**src/inc/tmcp_regs.svh**
```systemverilog
// Offsets, field positions, reset values and mode codes of the timer.
// Assumes a 32-bit Avalon-MM slave with byte addresses, one word per register.
// Contract
// - Counter mode counts input edges chosen by polarity
// - Counter mode bypasses the prescaler
// - Counter reload interrupts, reloads 0001H, continues
// - Counter reload toggles enabled output pin
// - Written start count only for first pass
// - Capture sets flag, interrupts, keeps counting
// - Capture mode reload interrupts, clears flag
// - Source config limits interrupt to capture/reload
// - Capture restart copies count on chosen edge
// - Capture/compare starts on first edge, captures after
// - Dual PWM polarity 0 levels and transitions
// - Dual PWM polarity 1 inverts all levels
// - Delay cycles before outputs reach asserted level
// - Comparator counter idles at polarity, toggles reload
// - Output shows polarity when disabled, not instantly
// - Prescaler divides by two to the field
// - Prescaler clears whenever timer is disabled
// - Four-bit mode code, top bit separate
// - Request bit sets; forwarded only if enabled
`ifndef TMCP_REGS_SVH
`define TMCP_REGS_SVH

`define TMCP_OFS_CTL1    3'h0
`define TMCP_OFS_CTL0    3'h1
`define TMCP_OFS_COUNT   3'h2
`define TMCP_OFS_RELOAD  3'h3
`define TMCP_OFS_PWM     3'h4
`define TMCP_OFS_INTERRUPT_REQUEST_TWO    3'h5
`define TMCP_OFS_PINCFG  3'h6

`define TMCP_C1_MODE_LO  2:0
`define TMCP_C1_PRESCALE_SELECT     5:3
`define TMCP_C1_POL      6
`define TMCP_C1_EN       7
`define TMCP_C1_ICFG     9:8
`define TMCP_C1_FLAG     10
`define TMCP_C0_MODE_HI  0
`define TMCP_C0_DLY      3:1
`define TMCP_INTERRUPT_REQUEST_TWO_TMR    0
`define TMCP_PIN_GIE     0
`define TMCP_PIN_OAE     1

`define TMCP_RST_COUNT   16'h0001
`define TMCP_RST_RELOAD  16'hffff
`define TMCP_RST_PWM     16'h0000
`define TMCP_RST_MODE    4'h0
`define TMCP_RELOAD_CNT  16'h0001

`define TMCP_ICFG_BOTH   2'h0
`define TMCP_ICFG_CAP    2'h1
`define TMCP_ICFG_RLD    2'h2

`define TMCP_MODE_ONESHOT  4'h0
`define TMCP_MODE_CONT     4'h1
`define TMCP_MODE_COUNTER  4'h2
`define TMCP_MODE_PWM1     4'h3
`define TMCP_MODE_CAPTURE  4'h4
`define TMCP_MODE_COMPARE  4'h5
`define TMCP_MODE_GATED    4'h6
`define TMCP_MODE_CAPCMP   4'h7
`define TMCP_MODE_DUAL     4'h8
`define TMCP_MODE_CAPRST   4'h9
`define TMCP_MODE_CMPCNT   4'ha

`endif

```
**src/inc/tmcp_pkg.sv**
```systemverilog
// Types shared by the timer modules.
// Assumes tmcp_regs.svh supplies the numeric constants.
package tmcp_pkg;
  typedef logic [3:0] tmcp_mode_t;
  typedef logic [2:0] tmcp_prescale_select_t;
  typedef enum logic [2:0] {
    TMCP_IDLE  = 3'b001,
    TMCP_ARMED = 3'b010,
    TMCP_RUN   = 3'b100
  } tmcp_run_e;
endpackage

```
**src/hw/tmcp_edge.sv**
```systemverilog
// Edge detector for the timer input pin.
// Assumes the pin is already synchronous to clk.
`timescale 1ns/1ps
module tmcp_edge (
  input  wire logic clk,
  input  wire logic sys_rst,
  input  wire logic sig,
  output logic      rise,
  output logic      fall
);
  logic prev_ff;
  logic nxt_prev;

  // Edges only resolve if the source toggles slowly enough
  assign rise = sig && !prev_ff;
  assign fall = !sig && prev_ff;

  always_comb begin
    nxt_prev = sig;
  end

  always_ff @(posedge clk or posedge sys_rst) begin
    if (sys_rst) begin
      prev_ff <= 1'b0;
    end else begin
      prev_ff <= nxt_prev;
    end
  end
endmodule

```
**src/hw/tmcp_prescaler.sv**
```systemverilog
// Power-of-two prescaler giving a one-cycle tick.
// Assumes the enable drops whenever the timer is disabled.
`timescale 1ns/1ps
module tmcp_prescaler #(
  parameter int PW = 7
) (
  input  wire logic              clk,
  input  wire logic              sys_rst,
  input  wire logic              enable,
  input  wire tmcp_pkg::tmcp_prescale_select_t prescale_select_sel,
  output logic                   tick
);
  import tmcp_pkg::*;

  logic [PW-1:0] div_ff;
  logic [PW-1:0] nxt_div;
  logic [PW-1:0] mask;

  genvar gi;
  generate
    for (gi = 0; gi < PW; gi++) begin : g_mask
      assign mask[gi] = (gi < int'(prescale_select_sel));
    end
  endgenerate

  // Tick when the low bits selected by the field are all ones
  assign tick = enable && (&(div_ff | ~mask));

  always_comb begin
    nxt_div = enable ? div_ff + 1'b1 : '0;
  end

  always_ff @(posedge clk or posedge sys_rst) begin
    if (sys_rst) begin
      div_ff <= '0;
    end else begin
      div_ff <= nxt_div;
    end
  end

  a_pre_cleared: assert property (@(posedge clk) disable iff (sys_rst)
    !enable |=> (div_ff == '0)) else $error("prescaler not cleared");

  a_pre_div_two: assert property (@(posedge clk) disable iff (sys_rst)
    (tick && prescale_select_sel == 3'h1) ##1 (enable && prescale_select_sel == 3'h1) |-> !tick)
    else $error("divide by two tick repeated");

  // Judged only while the setting survives; a disable may land in between
  a_pre_div_next: assert property (@(posedge clk) disable iff (sys_rst)
    (tick && prescale_select_sel == 3'h1) ##1 (enable && prescale_select_sel == 3'h1)
    ##1 (enable && prescale_select_sel == 3'h1) |-> tick) else $error("divide by two tick missing");
endmodule

```
**src/hw/tmcp_timer.sv**
```systemverilog
// Multimode 16-bit timer with capture and dual PWM, Avalon-MM register slave.
// Assumes timer_input is synchronous to clk; pin muxing lives outside.
`timescale 1ns/1ps
`include "tmcp_regs.svh"
module tmcp_timer #(
  parameter int CW = 16,
  parameter int DW = 3
) (
  input  wire logic        clk,
  input  wire logic        sys_rst,
  input  wire logic [4:0]  avs_address,
  input  wire logic        avs_read,
  input  wire logic        avs_write,
  input  wire logic [31:0] avs_writedata,
  input  wire logic [3:0]  avs_byteenable,
  output logic      [31:0] avs_readdata,
  output logic             avs_waitrequest,
  input  wire logic        timer_input,
  output logic             timer_output_pin,
  output logic             timer_output_pin_oe,
  output logic             timer_output_comp,
  output logic             timer_output_comp_oe,
  output logic             cpu_irq
);
  import tmcp_pkg::*;

  logic            ack_ff;
  logic [31:0]     rdata_ff;
  logic            nxt_ack;
  logic [31:0]     nxt_rdata;

  logic            en_ff;
  logic            pol_ff;
  tmcp_prescale_select_t      prescale_select_ff;
  tmcp_mode_t      mode_ff;
  logic [1:0]      icfg_ff;
  logic [DW-1:0]   dly_ff;
  logic            gie_ff;
  logic            oae_ff;
  logic [CW-1:0]   cnt_ff;
  logic [CW-1:0]   rld_ff;
  logic [CW-1:0]   pwm_ff;
  logic            flag_ff;
  logic            req_ff;
  logic            phase_ff;
  logic [DW-1:0]   dcnt_ff;
  logic            out_ff;
  logic            comp_ff;
  tmcp_run_e       st_ff;

  logic            nxt_en;
  logic            nxt_pol;
  tmcp_prescale_select_t      nxt_prescale_select;
  tmcp_mode_t      nxt_mode;
  logic [1:0]      nxt_icfg;
  logic [DW-1:0]   nxt_dly;
  logic            nxt_gie;
  logic            nxt_oae;
  logic [CW-1:0]   nxt_cnt;
  logic [CW-1:0]   nxt_rld;
  logic [CW-1:0]   nxt_pwm;
  logic            nxt_flag;
  logic            nxt_req;
  logic            nxt_phase;
  logic [DW-1:0]   nxt_dcnt;
  logic            nxt_out;
  logic            nxt_comp;
  tmcp_run_e       nxt_st;

  logic            req_any;
  logic            wr_go;
  logic            mapped;
  logic [2:0]      sel;
  logic [31:0]     cur_word;
  logic [31:0]     wword;
  logic            in_rise;
  logic            in_fall;
  logic            edge_sel;
  logic            pre_tick;
  logic            tick;
  logic            run;
  logic            is_edge_mode;
  logic            is_cap_mode;
  logic            cap_hit;
  logic            rld_hit;
  logic            match_hit;
  logic            irq_evt;
  logic            wr_cnt;

  function automatic logic [31:0] merge(input logic [31:0] old_w, input logic [31:0] new_w,
                                        input logic [3:0] be);
    logic [31:0] m;
    m = {{8{be[3]}}, {8{be[2]}}, {8{be[1]}}, {8{be[0]}}};
    return (old_w & ~m) | (new_w & m);
  endfunction

  tmcp_prescaler #(.PW(7)) u_pre (
    .clk      (clk),
    .sys_rst  (sys_rst),
    .enable   (en_ff),
    .prescale_select_sel (prescale_select_ff),
    .tick     (pre_tick)
  );

  tmcp_edge u_edge (
    .clk     (clk),
    .sys_rst (sys_rst),
    .sig     (timer_input),
    .rise    (in_rise),
    .fall    (in_fall)
  );

  // Bus side: every access waits exactly one cycle
  assign req_any         = avs_read || avs_write;
  assign avs_waitrequest = req_any && !ack_ff;
  assign avs_readdata    = rdata_ff;
  assign wr_go           = avs_write && ack_ff;
  assign sel             = avs_address[4:2];
  assign mapped          = (avs_address[1:0] == 2'h0) && (sel <= `TMCP_OFS_PINCFG);
  assign wr_cnt          = wr_go && mapped && (sel == `TMCP_OFS_COUNT);

  always_comb begin
    cur_word = '0;
    unique case (sel)
      `TMCP_OFS_CTL1: begin
        cur_word[`TMCP_C1_MODE_LO] = mode_ff[2:0];
        cur_word[`TMCP_C1_PRESCALE_SELECT]    = prescale_select_ff;
        cur_word[`TMCP_C1_POL]     = pol_ff;
        cur_word[`TMCP_C1_EN]      = en_ff;
        cur_word[`TMCP_C1_ICFG]    = icfg_ff;
        cur_word[`TMCP_C1_FLAG]    = flag_ff;
      end
      `TMCP_OFS_CTL0: begin
        cur_word[`TMCP_C0_MODE_HI] = mode_ff[3];
        cur_word[`TMCP_C0_DLY]     = dly_ff;
      end
      `TMCP_OFS_COUNT:  cur_word = {{(32-CW){1'b0}}, cnt_ff};
      `TMCP_OFS_RELOAD: cur_word = {{(32-CW){1'b0}}, rld_ff};
      `TMCP_OFS_PWM:    cur_word = {{(32-CW){1'b0}}, pwm_ff};
      `TMCP_OFS_INTERRUPT_REQUEST_TWO:   cur_word[`TMCP_INTERRUPT_REQUEST_TWO_TMR] = req_ff;
      `TMCP_OFS_PINCFG: begin
        cur_word[`TMCP_PIN_GIE] = gie_ff;
        cur_word[`TMCP_PIN_OAE] = oae_ff;
      end
      default: cur_word = '0;
    endcase
    if (!mapped) begin
      cur_word = '0;
    end
    wword = merge(cur_word, avs_writedata, avs_byteenable);
  end

  always_comb begin
    nxt_ack   = req_any && !ack_ff;
    nxt_rdata = (avs_read && !ack_ff) ? cur_word : rdata_ff;
  end

  always_ff @(posedge clk or posedge sys_rst) begin
    if (sys_rst) begin
      ack_ff   <= 1'b0;
      rdata_ff <= '0;
    end else begin
      ack_ff   <= nxt_ack;
      rdata_ff <= nxt_rdata;
    end
  end

  // Timer datapath
  assign edge_sel     = pol_ff ? in_fall : in_rise;
  assign is_edge_mode = (mode_ff == `TMCP_MODE_COUNTER) || (mode_ff == `TMCP_MODE_CMPCNT);
  assign is_cap_mode  = (mode_ff == `TMCP_MODE_CAPTURE) || (mode_ff == `TMCP_MODE_CAPRST)
                        || (mode_ff == `TMCP_MODE_CAPCMP);
  assign tick         = is_edge_mode ? edge_sel : pre_tick;
  assign run          = en_ff && (st_ff == TMCP_RUN);
  assign cap_hit      = run && is_cap_mode && edge_sel;
  assign rld_hit      = run && tick && (cnt_ff == rld_ff);
  assign match_hit    = run && tick && (cnt_ff == pwm_ff) && (mode_ff == `TMCP_MODE_DUAL);
  assign irq_evt      = (cap_hit && icfg_ff != `TMCP_ICFG_RLD)
                        || (rld_hit && icfg_ff != `TMCP_ICFG_CAP);
  assign cpu_irq      = req_ff && gie_ff;
  assign timer_output_pin     = out_ff;
  assign timer_output_comp    = comp_ff;
  assign timer_output_pin_oe  = oae_ff;
  assign timer_output_comp_oe = oae_ff;

  always_comb begin
    nxt_en    = en_ff;
    nxt_pol   = pol_ff;
    nxt_prescale_select  = prescale_select_ff;
    nxt_mode  = mode_ff;
    nxt_icfg  = icfg_ff;
    nxt_dly   = dly_ff;
    nxt_gie   = gie_ff;
    nxt_oae   = oae_ff;
    nxt_cnt   = cnt_ff;
    nxt_rld   = rld_ff;
    nxt_pwm   = pwm_ff;
    nxt_flag  = flag_ff;
    nxt_req   = req_ff;
    nxt_phase = phase_ff;
    nxt_dcnt  = dcnt_ff;
    nxt_out   = out_ff;
    nxt_comp  = comp_ff;
    nxt_st    = st_ff;

    // Capture/compare waits for its first qualifying edge
    unique case (st_ff)
      TMCP_IDLE:  if (en_ff) begin
        nxt_st = (mode_ff == `TMCP_MODE_CAPCMP) ? TMCP_ARMED : TMCP_RUN;
      end
      TMCP_ARMED: if (edge_sel) begin
        nxt_st = TMCP_RUN;
      end
      TMCP_RUN:   nxt_st = TMCP_RUN;
    endcase
    if (!en_ff) begin
      nxt_st = TMCP_IDLE;
    end

    // Reload lands on 0001H unless a count write wins that cycle; start value only counts once
    if (rld_hit) begin
      nxt_cnt = `TMCP_RELOAD_CNT;
    end else if (cap_hit && mode_ff == `TMCP_MODE_CAPRST) begin
      nxt_cnt = `TMCP_RELOAD_CNT;
    end else if (run && tick) begin
      nxt_cnt = cnt_ff + 1'b1;
    end
    if (cap_hit) begin
      nxt_pwm = cnt_ff;
    end

    if (rld_hit && is_cap_mode) begin
      nxt_flag = 1'b0;
    end
    if (cap_hit) begin
      nxt_flag = 1'b1;
    end

    // Pins: idle level is the polarity bit (inverted on comp), sampled only while disabled except in dual mode
    if (!en_ff) begin
      nxt_phase = 1'b0;
      nxt_dcnt  = '0;
      nxt_out   = pol_ff;
      nxt_comp  = !pol_ff;
    end else if (mode_ff == `TMCP_MODE_DUAL) begin
      if (rld_hit) begin
        nxt_phase = 1'b0;
        nxt_dcnt  = dly_ff;
      end else if (match_hit) begin
        nxt_phase = 1'b1;
        nxt_dcnt  = dly_ff;
      end else if (dcnt_ff != '0) begin
        nxt_dcnt = dcnt_ff - 1'b1;
      end
      // Both sides stay deasserted during the dead band
      nxt_out  = pol_ff ^ (nxt_phase && nxt_dcnt == '0);
      nxt_comp = pol_ff ^ !(nxt_phase || nxt_dcnt != '0);
    end else if (rld_hit) begin
      nxt_out  = !out_ff;
      nxt_comp = out_ff;
    end

    // Bus writes; software must reconfigure only while disabled
    if (wr_go && mapped) begin
      unique case (sel)
        `TMCP_OFS_CTL1: begin
          nxt_mode[2:0] = wword[`TMCP_C1_MODE_LO];
          nxt_prescale_select      = wword[`TMCP_C1_PRESCALE_SELECT];
          nxt_pol       = wword[`TMCP_C1_POL];
          nxt_en        = wword[`TMCP_C1_EN];
          nxt_icfg      = wword[`TMCP_C1_ICFG];
        end
        `TMCP_OFS_CTL0: begin
          nxt_mode[3] = wword[`TMCP_C0_MODE_HI];
          nxt_dly     = wword[`TMCP_C0_DLY];
        end
        `TMCP_OFS_COUNT:  nxt_cnt = wword[CW-1:0];
        `TMCP_OFS_RELOAD: nxt_rld = wword[CW-1:0];
        `TMCP_OFS_PWM:    nxt_pwm = wword[CW-1:0];
        `TMCP_OFS_INTERRUPT_REQUEST_TWO:   if (wword[`TMCP_INTERRUPT_REQUEST_TWO_TMR] && avs_byteenable[0]) begin
          nxt_req = 1'b0;
        end
        `TMCP_OFS_PINCFG: begin
          nxt_gie = wword[`TMCP_PIN_GIE];
          nxt_oae = wword[`TMCP_PIN_OAE];
        end
        default: nxt_req = nxt_req;
      endcase
    end
    // A new event beats a clear in the same cycle
    if (irq_evt) begin
      nxt_req = 1'b1;
    end
  end

  always_ff @(posedge clk or posedge sys_rst) begin
    if (sys_rst) begin
      en_ff    <= 1'b0;
      pol_ff   <= 1'b0;
      prescale_select_ff  <= '0;
      mode_ff  <= `TMCP_RST_MODE;
      icfg_ff  <= `TMCP_ICFG_BOTH;
      dly_ff   <= '0;
      gie_ff   <= 1'b0;
      oae_ff   <= 1'b0;
      cnt_ff   <= `TMCP_RST_COUNT;
      rld_ff   <= `TMCP_RST_RELOAD;
      pwm_ff   <= `TMCP_RST_PWM;
      flag_ff  <= 1'b0;
      req_ff   <= 1'b0;
      phase_ff <= 1'b0;
      dcnt_ff  <= '0;
      out_ff   <= 1'b0;
      comp_ff  <= 1'b1;
      st_ff    <= TMCP_IDLE;
    end else begin
      en_ff    <= nxt_en;
      pol_ff   <= nxt_pol;
      prescale_select_ff  <= nxt_prescale_select;
      mode_ff  <= nxt_mode;
      icfg_ff  <= nxt_icfg;
      dly_ff   <= nxt_dly;
      gie_ff   <= nxt_gie;
      oae_ff   <= nxt_oae;
      cnt_ff   <= nxt_cnt;
      rld_ff   <= nxt_rld;
      pwm_ff   <= nxt_pwm;
      flag_ff  <= nxt_flag;
      req_ff   <= nxt_req;
      phase_ff <= nxt_phase;
      dcnt_ff  <= nxt_dcnt;
      out_ff   <= nxt_out;
      comp_ff  <= nxt_comp;
      st_ff    <= nxt_st;
    end
  end

  a_cnt_reload_wrap: assert property (@(posedge clk) disable iff (sys_rst)
    (mode_ff == `TMCP_MODE_COUNTER) && run && edge_sel && cnt_ff == rld_ff && !wr_cnt
    |=> cnt_ff == 16'h0001 && req_ff) else $error("counter reload wrong");

  a_cnt_no_prescale: assert property (@(posedge clk) disable iff (sys_rst)
    (mode_ff == `TMCP_MODE_COUNTER) && run && !edge_sel && !wr_cnt
    |=> $stable(cnt_ff)) else $error("counter moved without edge");

  a_cap_flag_set: assert property (@(posedge clk) disable iff (sys_rst)
    cap_hit |=> flag_ff && pwm_ff == $past(cnt_ff)) else $error("capture missed");

  a_cap_flag_clear: assert property (@(posedge clk) disable iff (sys_rst)
    rld_hit && is_cap_mode && !cap_hit |=> !flag_ff) else $error("flag not cleared");

  a_irq_req_set: assert property (@(posedge clk) disable iff (sys_rst)
    irq_evt |=> req_ff && (cpu_irq == gie_ff)) else $error("request lost");

  a_icfg_cap_only: assert property (@(posedge clk) disable iff (sys_rst)
    icfg_ff == `TMCP_ICFG_CAP && rld_hit && !cap_hit && !req_ff |=> !req_ff)
    else $error("reload irq not masked");

  a_dual_idle_lvl: assert property (@(posedge clk) disable iff (sys_rst)
    !en_ff ##1 !en_ff |-> out_ff == $past(pol_ff) && comp_ff == !$past(pol_ff))
    else $error("idle levels wrong");

  a_dual_dead_band: assert property (@(posedge clk) disable iff (sys_rst)
    en_ff && mode_ff == `TMCP_MODE_DUAL && match_hit && !rld_hit && dly_ff != '0
    |=> out_ff == pol_ff && comp_ff == pol_ff) else $error("dead band missing");

  a_ccmp_armed_hold: assert property (@(posedge clk) disable iff (sys_rst)
    st_ff == TMCP_ARMED && !wr_cnt |=> $stable(cnt_ff)) else $error("counted before edge");
endmodule

```
**config.mk**
```make
export PLATFORM = sky130hd
export DESIGN_NAME = tmcp_timer
export DESIGN_NICKNAME = d
export VERILOG_FILES = /design/src/inc/tmcp_pkg.sv /design/src/hw/tmcp_edge.sv /design/src/hw/tmcp_prescaler.sv /design/src/hw/tmcp_timer.sv
export VERILOG_INCLUDE_DIRS = /design/src /design/src/inc
export SDC_FILE = /design/constraint.sdc
export NUM_CORES = 1
export LEC_CHECK = 0
export ABC_AREA = 0
export BUFFER_PORTS_ARGS = -buffer_cell sky130_fd_sc_hd__clkbuf_2
export CAP_MARGIN = 40
export CORE_MARGIN = 4
export CORE_UTILIZATION = 40
export CTS_CLUSTER_SIZE = 28
export DETAILED_ROUTE_END_ITERATION = 10
export PLACE_DENSITY = 0.66
export SYNTH_ARGS = -nofsm -noshare
export SYNTH_HDL_FRONTEND = slang
export SYNTH_SLANG_ARGS = --single-unit
```
**constraint.sdc**
```tcl
create_clock -name clk -period 4.65 [get_ports clk]
set_input_delay 0.93 -clock clk [delete_from_list [all_inputs] [get_ports clk]]
set_output_delay 0.93 -clock clk [all_outputs]
set_load 0.01 [all_outputs]
```
# Yosys cells after proc, flatten, opt, wreduce, memory -nomap -nowiden
# Cells that the tools add are included.
# classes
n_addsub,3
bitwise,8
order_cmp,8
reduce_logical,49
eq_ne,22
n_mux,46
# ops
op,n
16-bit 2-to-1 mux,9
16-bit AND,2
16-bit equality test,2
3-bit 2-to-1 mux,10
7-bit one-hot mux with 4 select lines,1
1-bit logical AND,22
1-bit 2-to-1 mux,20
"16-bit by 1-bit adder with 16-bit output, second input constant",1
16-bit NOT,1
16-bit bitwise OR,1
5-bit one-hot mux with 3 select lines,1
"3-bit equality test, second input constant",4
"4-bit equality test, second input constant",3
2-bit one-hot mux with 5 select lines,1
"3-bit by 2-bit equality test with 1-bit output, second input constant",3
"3-bit less-than comparator, first input constant",3
3-bit one-hot mux with 3 select lines,1
"4-bit by 3-bit equality test with 1-bit output, second input constant",2
2-bit AND reduction,4
2-bit nonzero test,4
"7-bit by 1-bit adder with 7-bit output, second input constant",1
7-bit 2-to-1 mux,1
7-bit NOT,1
7-bit bitwise OR,1
20 further kinds,37
# word_totals
input_bits,46
regBits,116

# Depth between registers and ports, before layout
# logic_depth
depth_word,19
mapped_depth,10
mapped_depth_nobuf,9

# Hierarchy
# From an unflattened synthesis, not the netlist that was laid out.
# hier_totals
cells_unflattened,658
hier_area_um2,5859.4
# by_module_without_submodules
module,instances,cells_each,area_each_um2,seq_area_each_um2
tmcp_timer,1,617,5454.0,2326.0
tmcp_prescaler,1,37,361.6,175.2
tmcp_edge,1,4,43.8,25.0

# Worst setup path before layout
# Ideal clock, no wire load.
# synth_path
kind,input port to flip-flop
start,input avs_address[4]
end,register cnt_ff[7]
required_ns,4.516
t_arrival_ns,2.307
path_buffers,2
setup_time_ns,0.134
cell_stages,9
path_slack_ns,2.209
path_cell_list,buf_2 > buf_2 > mux2_2 > a22oi_1 > o2bb2ai_1 > nand2_1 > nor2_1 > a21oi_1 > o22ai_1
# synth_via
elab_chain_len,7
# synth_lines
element,line,text
start: declaration,tmcp_timer.sv:11,"input wire logic [4:0] avs_address,"
3-bit equality test (tied with other cells),tmcp_timer.sv:124,unique case (sel)
7-bit one-hot mux with 4 select lines or 1-bit logical AND (tied branches),"tmcp_timer.sv:124, tmcp_timer.sv:119",
16-bit 2-to-1 mux,tmcp_timer.sv:147,if (!mapped) begin
16-bit AND,tmcp_timer.sv:94,return (old_w & ~m) | (new_w & m);
16-bit bitwise OR,tmcp_timer.sv:94,
16-bit 2-to-1 mux,tmcp_timer.sv:265,unique case (sel)
16-bit 2-to-1 mux (*),tmcp_timer.sv:264,if (wr_go && mapped) begin
named net nxt_cnt[7],tmcp_timer.sv:59,logic [CW-1:0] nxt_cnt;
end signal: assignment,tmcp_timer.sv:306,cnt_ff <= `TMCP_RST_COUNT;
end signal: assignment,tmcp_timer.sv:325,cnt_ff <= nxt_cnt;
end: declaration,tmcp_timer.sv:40,logic [CW-1:0] cnt_ff;
# The timed path passes the listed nets; every way through them passes the cells marked *.
# A chain may end at the register's enable or synchronous reset.

# Worst setup path after layout
# layout_path
start,input avs_address[4]
end,register cnt_ff[10]
# The elaborated chain is that of the path after synthesis.

==> results_dict.tcl <==
set metrics [dict create \
    powerDensity_nw_per_um2 368 \
    via_per_inst 5.68 \
    grt_pass1_vias 4830 \
    num_vias 5025 \
    arrival_ns 3.42 \
    wl_per_cell_um 18.5 \
    status "completed" \
    fin_nets 741 \
    met1_length_mm 7.56 \
    gp_congestion 0.893 \
    fp.dieW_um 132 \
    coreArea_um2 15100 \
    fill_cells 1458 \
    r2r_cells 5 \
    first_iter_violations 362 \
    synth_top_cell_area_share 0.328 \
    pre_cts_slack_ns 1.19 \
    crit_fanout 22 \
    cts.sinks 100 \
    tritoncts "done" \
    drive_above_1_share 0.200 \
    ys_ff_latch 100 \
    grt_max_degree 52 \
    hold_viol 0 \
    htree_levels 3 \
    io_pins 84 \
    setup_viol 0 \
    start_util 0.408 \
    drt-pass1-iter-count 5 \
    cts_setup_buffers 0 \
    clkTransAtPathRegs_ns 0.07 \
    clkPwrFrac 0.347 \
    power.share.combinational 0.204 \
    area_growth_pct 9.32 \
    ys.flop_type "dfrtp_1" \
    n_antenna_cell 0 \
    cts.repair.resized 0 \
    gr-usage-all-layers 0.188 \
    cap_violations 0 \
    hold_path_class "reg -> reg" \
    min_path_cells 2 \
    routed-wl-met3_um 911 \
    syn_area_um2 6170 \
    clockRootBuffer "clkbuf_16" \
    p_int_uw 1720 \
    worstMarginPinSlew_ns 0.982 \
    hold_end "avs_readdata[4]" \
    ys_async_sr_fraction 1.00 \
    ir_drop_mv 0.206 \
    cts_buffer_depth 2 \
    top_layer "met4" \
    reg2reg_to "cnt_ff[10]" \
    numCtsBuffers 9 \
    dr_wl_met2_mm 7.62 \
    final_common_cell "nand2_1" \
    grt_pass1_wl_mm 26.4 \
    clk_latency_ns 0.35 \
    switchingPower_uw 765 \
    post_synth_num_cell_types 67 \
    worstHoldStart "avs_readdata[4]" \
    required_ns 4.91 \
    most-common-layout-cells "89 x nand2_1, 81 x dfrtp_1, 57 x o21ai_0, 49 x clkbuf_2, 45 x a21oi_1" \
    drc 0 \
    antenna_found_initial 0 \
    slew_violations 0 \
    ys_warn_count 0 \
    wirelength_mm 16.3 \
    layout_setup_ws_ns 1.49 \
    syn_inst 675 \
    startpoint_type "primary input" \
    die_area_um2 17500 \
    synth_edf_count 0 \
    port_buffers 49 \
    final.period_utilization 0.681 \
    p_sw_frac 0.308 \
    clock.fmax_ghz 0.316 \
    dieHeight_um 132 \
    hpwlAfterDp_mm 11.8 \
    end_kind "flip-flop" \
    overflow 0 \
    avgSynthCellArea_um2 9.14 \
    fin_setup_tns_ns 0 \
    leakage_uw 0.00295 \
    sequentialPowerShare 0.449 \
    core.rowCount 45 \
    path_class "in -> reg" \
    postCtsHoldBufs 0 \
    r2r-start "cnt_ff[0]" \
    rsz0062_at_grt "no" \
    r2r_setup_slack_ns 1.79 \
    ant_nets 0 \
    fin_crit_ns 3.16 \
    slew_headroom 0.345 \
    fin_skew_ns 0.0118 \
    yosysSeqAreaShare 0.409 \
    synth.area.top_cells "dfrtp_1 33%, dfstp_2 8.1%, nand2_1 5.4%" \
    yosysTopAreaCell "dfrtp_1" \
]
[cells in the mapped netlist (all sizes together), types with 3 or more instances]
| cell | n |
|---|---|
| nand2 | 89 |
| dfrtp | 81 |
| o21ai | 64 |
| buf | 49 |
| a21oi | 45 |
| nor2 | 45 |
| xor2 | 36 |
| clkbuf | 20 |
| mux2i | 20 |
| dfstp | 19 |
| nor4 | 17 |
| mux2 | 16 |
| nor2b | 16 |
| xnor2 | 16 |
| a211oi | 12 |
| o22ai | 12 |
| a22oi | 10 |
| inv | 10 |
| nand3 | 9 |
| nor3 | 9 |
| and3 | 7 |
| o2bb2ai | 7 |
| and2 | 6 |
| nand2b | 6 |
| nand4 | 6 |
| or3 | 6 |
| a31oi | 4 |
| ha | 4 |
| nor3b | 4 |
| o211ai | 4 |
| a21boi | 3 |
| o21a | 3 |
[metrics by stage]
step	instance area, um2	utilization	std cells	total power [uW]	hold WS, ns
3_3_place_gp	6350	0.419	865	1600	0.462
5_1_grt	6750	0.446	884	2600	0.497
2_1_floorplan	6230	-	690	1490	0.461
4_1_cts	6730	0.445	883	2490	0.487
6_report	6750	0.446	884	2480	0.485
3_5_place_dp	6390	0.422	867	1620	0.470
[cells by family after synthesis]
group,count (synthesis),synth area share
xor+xnor,52,0.0774
other cells,1,0.000608
mux,36,0.0616
fa+ha+maj,4,0.00811
simple gates,224,0.188
buf+inv,79,0.0740
compound gates,179,0.181
flops,100,0.409
[routing by layer]
layer / vias to the layer above / global-route usage
li1: 2367 / -
met1: 2480 / 0.264
met2: 160 / 0.299
met3: 18 / 0.0370
met4: 0 / 0.0479
met5: - / 0
[power by group through the flow]
stage,Clock (uW),Sequential (uW),Combinational [uW]
2_1_floorplan,0,1060,423
3_3_place_gp,0,1120,482
3_5_place_dp,0,1120,496
4_1_cts,876,1110,499
5_1_grt,914,1130,558
6_report,861,1110,506
[registers in the layout, indices dropped and copies added (netlist names), 4 cells and up]
name	count
avs_readdata	16
cnt_ff	16
pwm_ff	16
rld_ff	16
u_pre.div_ff	7
mode_ff	4
[area by class of cell]
class	count	area, um2	share of cell area
clock buffer	9	225	0.0334
clock inverter	7	114	0.0169
inverter	10	40.0	0.00593
multi-input combinational	511	3250	0.482
sequential	100	2530	0.374
tap	188	235	0.0349
timing repair buffer	59	355	0.0527
[critical path, cell delays in order]
cell and delay, ns:
clkbuf_2 0.45, nand2_1 0.22, o2111ai_2 0.34, nor2_1 0.14, nand2_1 0.45, o221ai_2 0.53, o21ai_0 0.33
[worst max path at each step]
stage	from	end	slack, ns
detailed placement	avs_address[4]	cnt_ff[10]	1.19
finish	avs_address[4]	cnt_ff[10]	1.49
global route	avs_address[4]	cnt_ff[10]	1.33
global placement	avs_address[4]	rld_ff[12]	1.10
CTS	avs_address[4]	cnt_ff[10]	1.56
floorplan	sys_rst	ack_ff	1.13
No activity file was read; power rests on OpenSTA's default activity.
